==> config.mk <==
export PLATFORM = sky130hd
export DESIGN_NAME = quadrature_encoder_counter
export DESIGN_NICKNAME = d
export VERILOG_FILES = /design/src/include/qec_pkg.sv /design/src/verilog/quadrature_encoder_counter.sv /design/src/verilog/qec_sync.sv
export VERILOG_INCLUDE_DIRS = /design/src /design/src/include
export SDC_FILE = /design/constraint.sdc
export NUM_CORES = 1
export LEC_CHECK = 0
export BUFFER_PORTS_ARGS = -buffer_cell sky130_fd_sc_hd__buf_2
export CORE_MARGIN = 8
export CORE_UTILIZATION = 45
export CTS_CLUSTER_SIZE = 10
export DETAILED_ROUTE_END_ITERATION = 7
export PLACE_DENSITY_LB_ADDON = 0.1
export SLEW_MARGIN = 15
export SYNTH_ARGS = -nofsm -noshare
export SYNTH_HDL_FRONTEND = slang
export SYNTH_SLANG_ARGS = --single-unit
==> constraint.sdc <==
create_clock -name clk -period 8.3 [get_ports clk]
set_input_delay 1.245 -clock clk [delete_from_list [all_inputs] [get_ports clk]]
set_output_delay 1.245 -clock clk [all_outputs]
set_load 0.1 [all_outputs]
==> src/include/qec_params.svh <==
// constants for the quadrature encoder counter
`ifndef QEC_PARAMS_SVH
`define QEC_PARAMS_SVH
`define QEC_CLK_HZ         10000000
`define QEC_MAX_COUNT_RATE 250000
// least cycles between two counts at the top rate, rounded down
`define QEC_MIN_EDGE_CYC   (`QEC_CLK_HZ / `QEC_MAX_COUNT_RATE)
// speed gate period in ms as printed, and its cycle count
`define QEC_GATE_MS        10
`define QEC_GATE_CYC       (`QEC_CLK_HZ / 1000 * `QEC_GATE_MS)
`define QEC_POS_RESET      32'h00000000
`endif

==> src/include/qec_pkg.sv <==
// types for the quadrature encoder counter
package qec_pkg;
	typedef enum logic [1:0] {
		QEC_IDLE  = 2'b00,
		QEC_SEEK  = 2'b01,
		QEC_HOMED = 2'b11
	} qec_home_t;
endpackage : qec_pkg

==> src/verilog/quadrature_encoder_counter.sv <==
// quadrature decoder with position counter, speed gate and homing
// Operation
// - direction from which phase leads
// - count every edge of both phases
// - handle up to 250,000 counts per second
// - only the two primary phases are used
// - home at limit switch, zero there
// - speed from counts per fixed period
// - forward increments, swap reverses direction
// - limit active on phase stops counting
`include "qec_params.svh"
module quadrature_encoder_counter #(
	parameter int POS_W    = 32,
	parameter int SPD_W    = 16,
	parameter int GATE_CYC = `QEC_GATE_CYC
) (
	// clock, reset, enable
	input  wire logic               clk,
	input  wire logic               rst_n,
	input  wire logic               clkEn,
	// encoder phases and limit switch flags from the pins
	input  wire logic               quadPhaseFirst,
	input  wire logic               quadPhaseSecond,
	input  wire logic               limitFirst,
	input  wire logic               limitSecond,
	input  wire logic               homeLimit,
	// control
	input  wire logic               swapPhases,
	input  wire logic               homeStart,
	// results
	output logic signed [POS_W-1:0] position,
	output logic signed [SPD_W-1:0] speed,
	output logic                    dirForward,
	output logic                    invalidSeen,
	output logic                    motorDrive,
	output logic                    homed,
	output logic                    countStopped
);
	import qec_pkg::*;

	typedef struct packed {
		logic [1:0]              prevAB;
		logic signed [POS_W-1:0] pos;
		logic signed [SPD_W-1:0] gateCnt;
		logic signed [SPD_W-1:0] spd;
		logic [31:0]             gateTmr;
		logic                    dirFwd;
		logic                    invalid;
		logic                    drive;
		logic                    stopped;
		logic                    homeReq;
		logic                    swapPrev;
		logic                    homedFlag;
		qec_home_t               home;
	} qec_state_t;
	qec_state_t st_r;
	qec_state_t st_nxt;

	logic phA;
	logic phB;
	logic limA;
	logic limB;
	logic limH;
	logic start;

	// pins pass three stages; only the two phases reach the decoder
	// first phase pin
	qec_sync uSyncA (
		.clk      (clk),
		.rst_n    (rst_n),
		.clkEn    (clkEn),
		.pinIn    (quadPhaseFirst),
		.levelOut (phA)
	);
	// second phase pin
	qec_sync uSyncB (
		.clk      (clk),
		.rst_n    (rst_n),
		.clkEn    (clkEn),
		.pinIn    (quadPhaseSecond),
		.levelOut (phB)
	);
	// limit switch sharing the first phase
	qec_sync uSyncLa (
		.clk      (clk),
		.rst_n    (rst_n),
		.clkEn    (clkEn),
		.pinIn    (limitFirst),
		.levelOut (limA)
	);
	// limit switch sharing the second phase
	qec_sync uSyncLb (
		.clk      (clk),
		.rst_n    (rst_n),
		.clkEn    (clkEn),
		.pinIn    (limitSecond),
		.levelOut (limB)
	);
	// homing limit switch
	qec_sync uSyncLh (
		.clk      (clk),
		.rst_n    (rst_n),
		.clkEn    (clkEn),
		.pinIn    (homeLimit),
		.levelOut (limH)
	);
	// homing request, comes from outside the clock domain
	qec_sync uSyncSt (
		.clk      (clk),
		.rst_n    (rst_n),
		.clkEn    (clkEn),
		.pinIn    (homeStart),
		.levelOut (start)
	);

	// +1, -1 or 0 for a step from old to new gray pair
	function automatic logic signed [1:0] qecStep(
		input logic [1:0] oldAB,
		input logic [1:0] newAB
	);
		logic signed [1:0] s;
		s = 2'sd0;
		case ({oldAB, newAB})
			4'b0001, 4'b0111, 4'b1110, 4'b1000: s = 2'sd1;
			4'b0010, 4'b1011, 4'b1101, 4'b0100: s = -2'sd1;
			default:                              s = 2'sd0;
		endcase
		return s;
	endfunction : qecStep

	logic [1:0]        curAB;
	logic signed [1:0] step;
	logic              blocked;

	// the swap control exchanges the phases and so reverses the count
	assign curAB = swapPhases ? {phB, phA} : {phA, phB};
	assign blocked = limA | limB;

	always_comb begin
		st_nxt = st_r;
		step = qecStep(st_r.prevAB, curAB);
		st_nxt.stopped = blocked;
		// a masked phase is frozen, so hold the old pair too
		if (!blocked) begin
			st_nxt.prevAB = curAB;
			// both phases moving at once cannot be ordered: flag only
			// a swap relabels the phases without motion: resync only,
			// otherwise an unequal pair would look like both phases moving and set the invalid flag
			if (swapPhases != st_r.swapPrev) begin
				st_nxt.invalid = st_r.invalid;
			end else if ((st_r.prevAB ^ curAB) == 2'b11) begin
				st_nxt.invalid = 1'b1;
			end else if (step != 2'sd0) begin
				// one count per edge; 40 cycles per count at the top rate is ample margin
				st_nxt.pos = st_r.pos + POS_W'(step);
				st_nxt.gateCnt = st_r.gateCnt + SPD_W'(step);
				st_nxt.dirFwd = (step > 0);
			end
		end
		// fixed gate: speed is counts per gate period, signed
		if (st_r.gateTmr >= 32'(GATE_CYC - 1)) begin
			st_nxt.gateTmr = '0;
			st_nxt.spd = st_r.gateCnt;
			st_nxt.gateCnt = '0;
		end else begin
			st_nxt.gateTmr = st_r.gateTmr + 32'h1;
		end
		if (blocked) begin
			st_nxt.gateCnt = st_r.gateCnt;
		end
		// homing: drive until the limit closes, then zero position
		case (st_r.home)
			QEC_IDLE: begin
				st_nxt.drive = 1'b0;
				if (start) begin
					st_nxt.home = QEC_SEEK;
				end
			end
			QEC_SEEK: begin
				st_nxt.drive = 1'b1;
				if (limH) begin
					st_nxt.drive = 1'b0;
					st_nxt.pos = POS_W'(`QEC_POS_RESET);
					st_nxt.home = QEC_HOMED;
				end
			end
			QEC_HOMED: begin
				st_nxt.drive = 1'b0;
				if (start && !limH) begin
					st_nxt.home = QEC_SEEK;
				end
			end
			default: begin
				st_nxt.home = QEC_IDLE;
				st_nxt.drive = 1'b0;
			end
		endcase
		st_nxt.homeReq = start;
		st_nxt.swapPrev = swapPhases;
		// registered copy so the output comes from a flip-flop
		st_nxt.homedFlag = (st_nxt.home == QEC_HOMED);
	end

	always_ff @(posedge clk or negedge rst_n) begin
		if (!rst_n) begin
			st_r <= '0;
		end else if (clkEn) begin
			st_r <= st_nxt;
		end
	end

	// all outputs straight from the state register
	assign position     = st_r.pos;
	assign speed        = st_r.spd;
	assign dirForward   = st_r.dirFwd;
	assign invalidSeen  = st_r.invalid;
	assign motorDrive   = st_r.drive;
	assign homed        = st_r.homedFlag;
	assign countStopped = st_r.stopped;
endmodule : quadrature_encoder_counter

==> src/verilog/qec_sync.sv <==
// three-stage input synchroniser with agreement filter
module qec_sync (
	// clock, reset and enable
	input  wire logic clk,
	input  wire logic rst_n,
	input  wire logic clkEn,
	// pin in, clean level out
	input  wire logic pinIn,
	output logic      levelOut
);
	typedef struct packed {
		logic s1;
		logic s2;
		logic s3;
		logic lvl;
	} qec_sync_t;
	qec_sync_t st_r;
	qec_sync_t st_nxt;

	// s1 feeds only s2; change accepted when s2 and s3 agree
	always_comb begin
		st_nxt = st_r;
		st_nxt.s1 = pinIn;
		st_nxt.s2 = st_r.s1;
		st_nxt.s3 = st_r.s2;
		if (st_r.s2 == st_r.s3) begin
			st_nxt.lvl = st_r.s3;
		end
	end

	always_ff @(posedge clk or negedge rst_n) begin
		if (!rst_n) begin
			st_r <= '0;
		end else if (clkEn) begin
			st_r <= st_nxt;
		end
	end

	assign levelOut = st_r.lvl;
endmodule : qec_sync

==> flow_summary_export.csv <==
group,metric,value,unit
pwr,p_sw,1.87,mW
global_route,grt_pass1_wl,28600,um
synthesis,yosys_warnings,0,
final_layout,area_growth,9.86,%
drt,dr.pass1.iters,4,
floorplan,core,17800,um2
clock_network,cts_max_level,4,
clock_network,clock_path_buffers,2,
sta,skew,0.0111,ns
sta,setup_viol_count_final,0,
drt,final_antenna_net_count,0,
critical_path,path_delay_family,"compound AO/OA/AOI/OAI gates",
synthesis,synth_cell_types,69,
hold_path,min_to,"uSyncB.levelOut",
final_layout,final_nets,890,
clock_network,numClockSinks,130,
global_route,grt_max_degree,67,
place,place_inst,1033,
pwr,pwr-share-comb,55.6,%
final_layout,drive_gt1_share,19.1,%
critical_path,critical_path_arrival,5.20,ns
place,dp_hpwl,11500,um
drt,route.detailed.drc,0,
floorplan,io_pins,63,
sta,max_freq,0.204,GHz
floorplan,die_area,22600,um2
critical_path,timing.critical_path.cells,"buf_2, mux2i_1, ha_1, mux4_2, buf_4, inv_1, fa_1, nor2b_1, o31ai_2, a21bo_2, a21oi_2, a21oi_4, o21ai_1, a311oi_2, xnor2_1, a22o_1",
sta,tightest_slew,0.982,ns
synthesis,ys_async_sr_fraction,100,%
floorplan,dieWidth,150,um
sta,maxSlewHeadroom,34.5,%
critical_path,slowest_stage,"buf_4",
synthesis,seq_area_frac_synth,40.1,%
place,gp_congestion,0.848,
clock_network,cts_root_buf,"clkbuf_16",
pwr,p_per_area,440,nW/um2
floorplan,initial_utilization,45.4,%
synthesis,synthCells,811,
critical_path,crit_required,8.60,ns
clock_network,cts_tree,"yes",
drt,wirelength,16500,um
critical_path,path_max_fanout,51,
pwr,ir_drop,0.000377,V
synthesis,syn_nets,878,
sta,rsz0062_at_grt,"no",
floorplan,std_cell_rows,49,
hold_path,hold_start,"uSyncB.st_r[1]",
outcome,status,"complete, no violations",
sta,hold_viol,0,
pwr,p_leak,4.44,nW
clock_network,cts_buffers,17,
final_layout,fillers,1625,
run,cap_viol_max_count,0,
final_layout,register_area,3250,um2
drt,viasPerCell,5.43,
critical_path,reg2reg_setup_slack,3.96,ns
global_route,grtUsageTotal,15.5,%
hold_path,min_path_cells,2,
critical_path,worstSetupStartpointType,"input pin",
synthesis,syn_area_per_cell,9.99,um2
drt,wl_per_cell,15.5,um
synthesis,syn_area,8110,um2
pwr,p_total,3.92,mW
floorplan,dieHeight,150,um
critical_path,reg2reg_depth,15,
place,portBuffers,62,
drt,drt_iter0_markers,204,
pwr,seqPwrFrac,23.5,%
synthesis,yosysTopAreaCellShare,40.1,%
critical_path,worstSetupEndpointType,"flip-flop",
sta,finalCritPeriodShare,59.1,%
pwr,p_int,2.05,mW
synthesis,synth_edf_count,0,
synthesis,synth_seq_cells,130,
sta,min_period,4.91,ns
synthesis,synth.area.top_cells,"dfrtp_1 (40%), ha_1 (8.5%), buf_4 (4.6%)",
final_layout,diodes,0,
sta,setup_tns,0,ns
clock_network,clk_latency,0.41,ns
clock_network,cts_resized,0,
critical_path,r2r_end,"position[28]",
critical_path,r2r-start,"uSyncB.levelOut",
hold_path,hp-class,"reg -> reg",
clock_network,post_cts_buffers,0,
drt,vias,5785,
final_layout,multi_input_area,4260,um2
final_layout,fin_cells,1065,
critical_path,critical_path_class,"in -> reg",
clock_network,cts.clk_slew.worst_paths,0.06,ns
pwr,swShare,47.7,%
global_route,grt-ovfl-total,0,
sta,drv_slew,0,
clock_network,hold_buffers,0,
critical_path,cpPeakStageDelay,0.50,ns
global_route,antenna_found_initial,0,
pwr,clkPwrFrac,21.0,%
global_route,grt_pass1_vias,5988,
synthesis,synth_largest_area_cell,"dfrtp_1",
synthesis,synthFlopType,"dfrtp_1",
critical_path,worst-path-buf-inv,3,
==> flip-flops by register name, summed over array words and instances (netlist names), 2 cells and up <==
| signal | cells |
|---|---|
| uSyncB.st_nxt | 2 |
| st_r | 53 |
| uSyncA.st_nxt | 2 |
| uSyncLb.st_nxt | 2 |
| uSyncSt.st_nxt | 2 |
| uSyncLh.st_nxt | 2 |
| uSyncLa.st_nxt | 2 |
| speed | 16 |
| position | 32 |
==> per-layer routing <==
| metal | share of wire, % | routed length [um] | track usage, % | up-vias |
|---|---|---|---|---|
| li1 | - | - | - | 2877 |
| met1 | 49 | 8160 | 20.4 | 2796 |
| met2 | 45 | 7460 | 24.7 | 93 |
| met3 | 4.1 | 679 | 3.94 | 19 |
| met4 | 1.5 | 254 | 4.85 | 0 |
| met5 | 0 | 0 | 0 | - |
==> cells in the final DEF (no fill, tap or decap), types with 11 or more instances in the layout <==
cell / count
nor2_1: 63
dfrtp_1: 130
a21oi_1: 45
ha_1: 55
nand2b_1: 13
a22o_1: 26
clkbuf_16: 17
nand2_1: 59
nand3_1: 20
inv_1: 28
xor2_1: 32
xnor2_1: 33
mux2_2: 26
buf_2: 61
mux2_4: 11
o21ai_0: 34
a21o_1: 25
==> worst register-to-register path, cell delays in order (launching register included) <==
cell	delay [ns]
dfrtp_1	0.44
mux2i_1	0.35
ha_1	0.22
mux4_2	0.22
buf_4	0.50
inv_1	0.29
fa_1	0.50
nor2b_1	0.19
o31ai_2	0.11
a21bo_2	0.22
a21oi_2	0.23
a21oi_4	0.11
o21ai_1	0.32
a311oi_2	0.16
xnor2_1	0.15
a22o_1	0.20
==> power by group through the flow <==
stage / sequential [mW] / clock [mW] / combinational (mW)
2_1_floorplan: 0.955 / 0 / 1.82
3_3_place_gp: 0.927 / 0 / 2.15
3_5_place_dp: 0.932 / 0 / 2.17
4_1_cts: 0.921 / 0.843 / 2.19
5_1_grt: 0.946 / 0.875 / 2.40
6_report: 0.920 / 0.822 / 2.18
==> synthesized netlist by cell type, types with 3 or more instances <==
cell,number
dfrtp_1,130
buf_2,4
a22o_1,26
nand2_1,59
and3_1,10
nand2b_1,13
nor4_1,3
o31ai_1,6
nand3_1,20
mux2_2,26
xor2_1,32
o21ai_0,34
a32o_1,3
nor2_1,63
mux2_4,11
inv_1,28
o21ai_1,11
nand4_1,7
ha_1,55
a211o_1,3
buf_6,3
nor3_1,8
a21o_1,25
or4_1,3
o21bai_1,4
o211ai_1,4
a21oi_1,45
buf_4,50
a31oi_1,5
and2_1,8
xnor2_1,33
a211oi_1,4
clkbuf_1,15
o21a_1,4
nor2b_1,5
mux2i_1,5
or3_1,6
==> cell type report <==
cell class	instances	share of cell area [%]
clock inverters	13	2.22
repair buffers	66	3.89
well taps	229	3.22
multi-input cells	580	47.9
inverters	28	1.18
flip-flops and latches	130	36.5
clock buffers	19	5.09
==> how the worst max path moves through the flow <==
stage                    start            to  slack [ns]  depth (start not counted)
global placement    swapPhases  position[28]        3.12                         16
detailed placement  swapPhases  position[28]        2.98                         16
finish              swapPhases  position[28]        3.39                         16
CTS                 swapPhases  position[28]        3.40                         16
global route        swapPhases  position[24]        3.09                         16
floorplan           swapPhases  position[31]        3.42                         14
==> stage by stage <==
step	hold WS (ns)	utilization (%)	instance area [um2]	setup slack [ns]
finish	0.494	49.9	8900	3.39
global route	0.514	49.9	8900	3.09
CTS	0.500	49.9	8900	3.40
detailed placement	0.486	46.3	8250	2.98
global placement	0.469	46.3	8250	3.12
floorplan	0.458	-	8110	3.42
==> cell families after synthesis <==
logic type / after synthesis / synth area share [%]
XOR/XNOR: 65 / 7.02
AND/OR/NAND/NOR: 216 / 12.8
buffers and inverters: 101 / 7.33
multiplexers: 43 / 6.55
AO/OA/AOI/OAI: 199 / 17.2
adder cells (fa/ha/maj): 57 / 8.98
flip-flops: 130 / 40.1
Note: power is estimated with default switching activity, not from simulation.
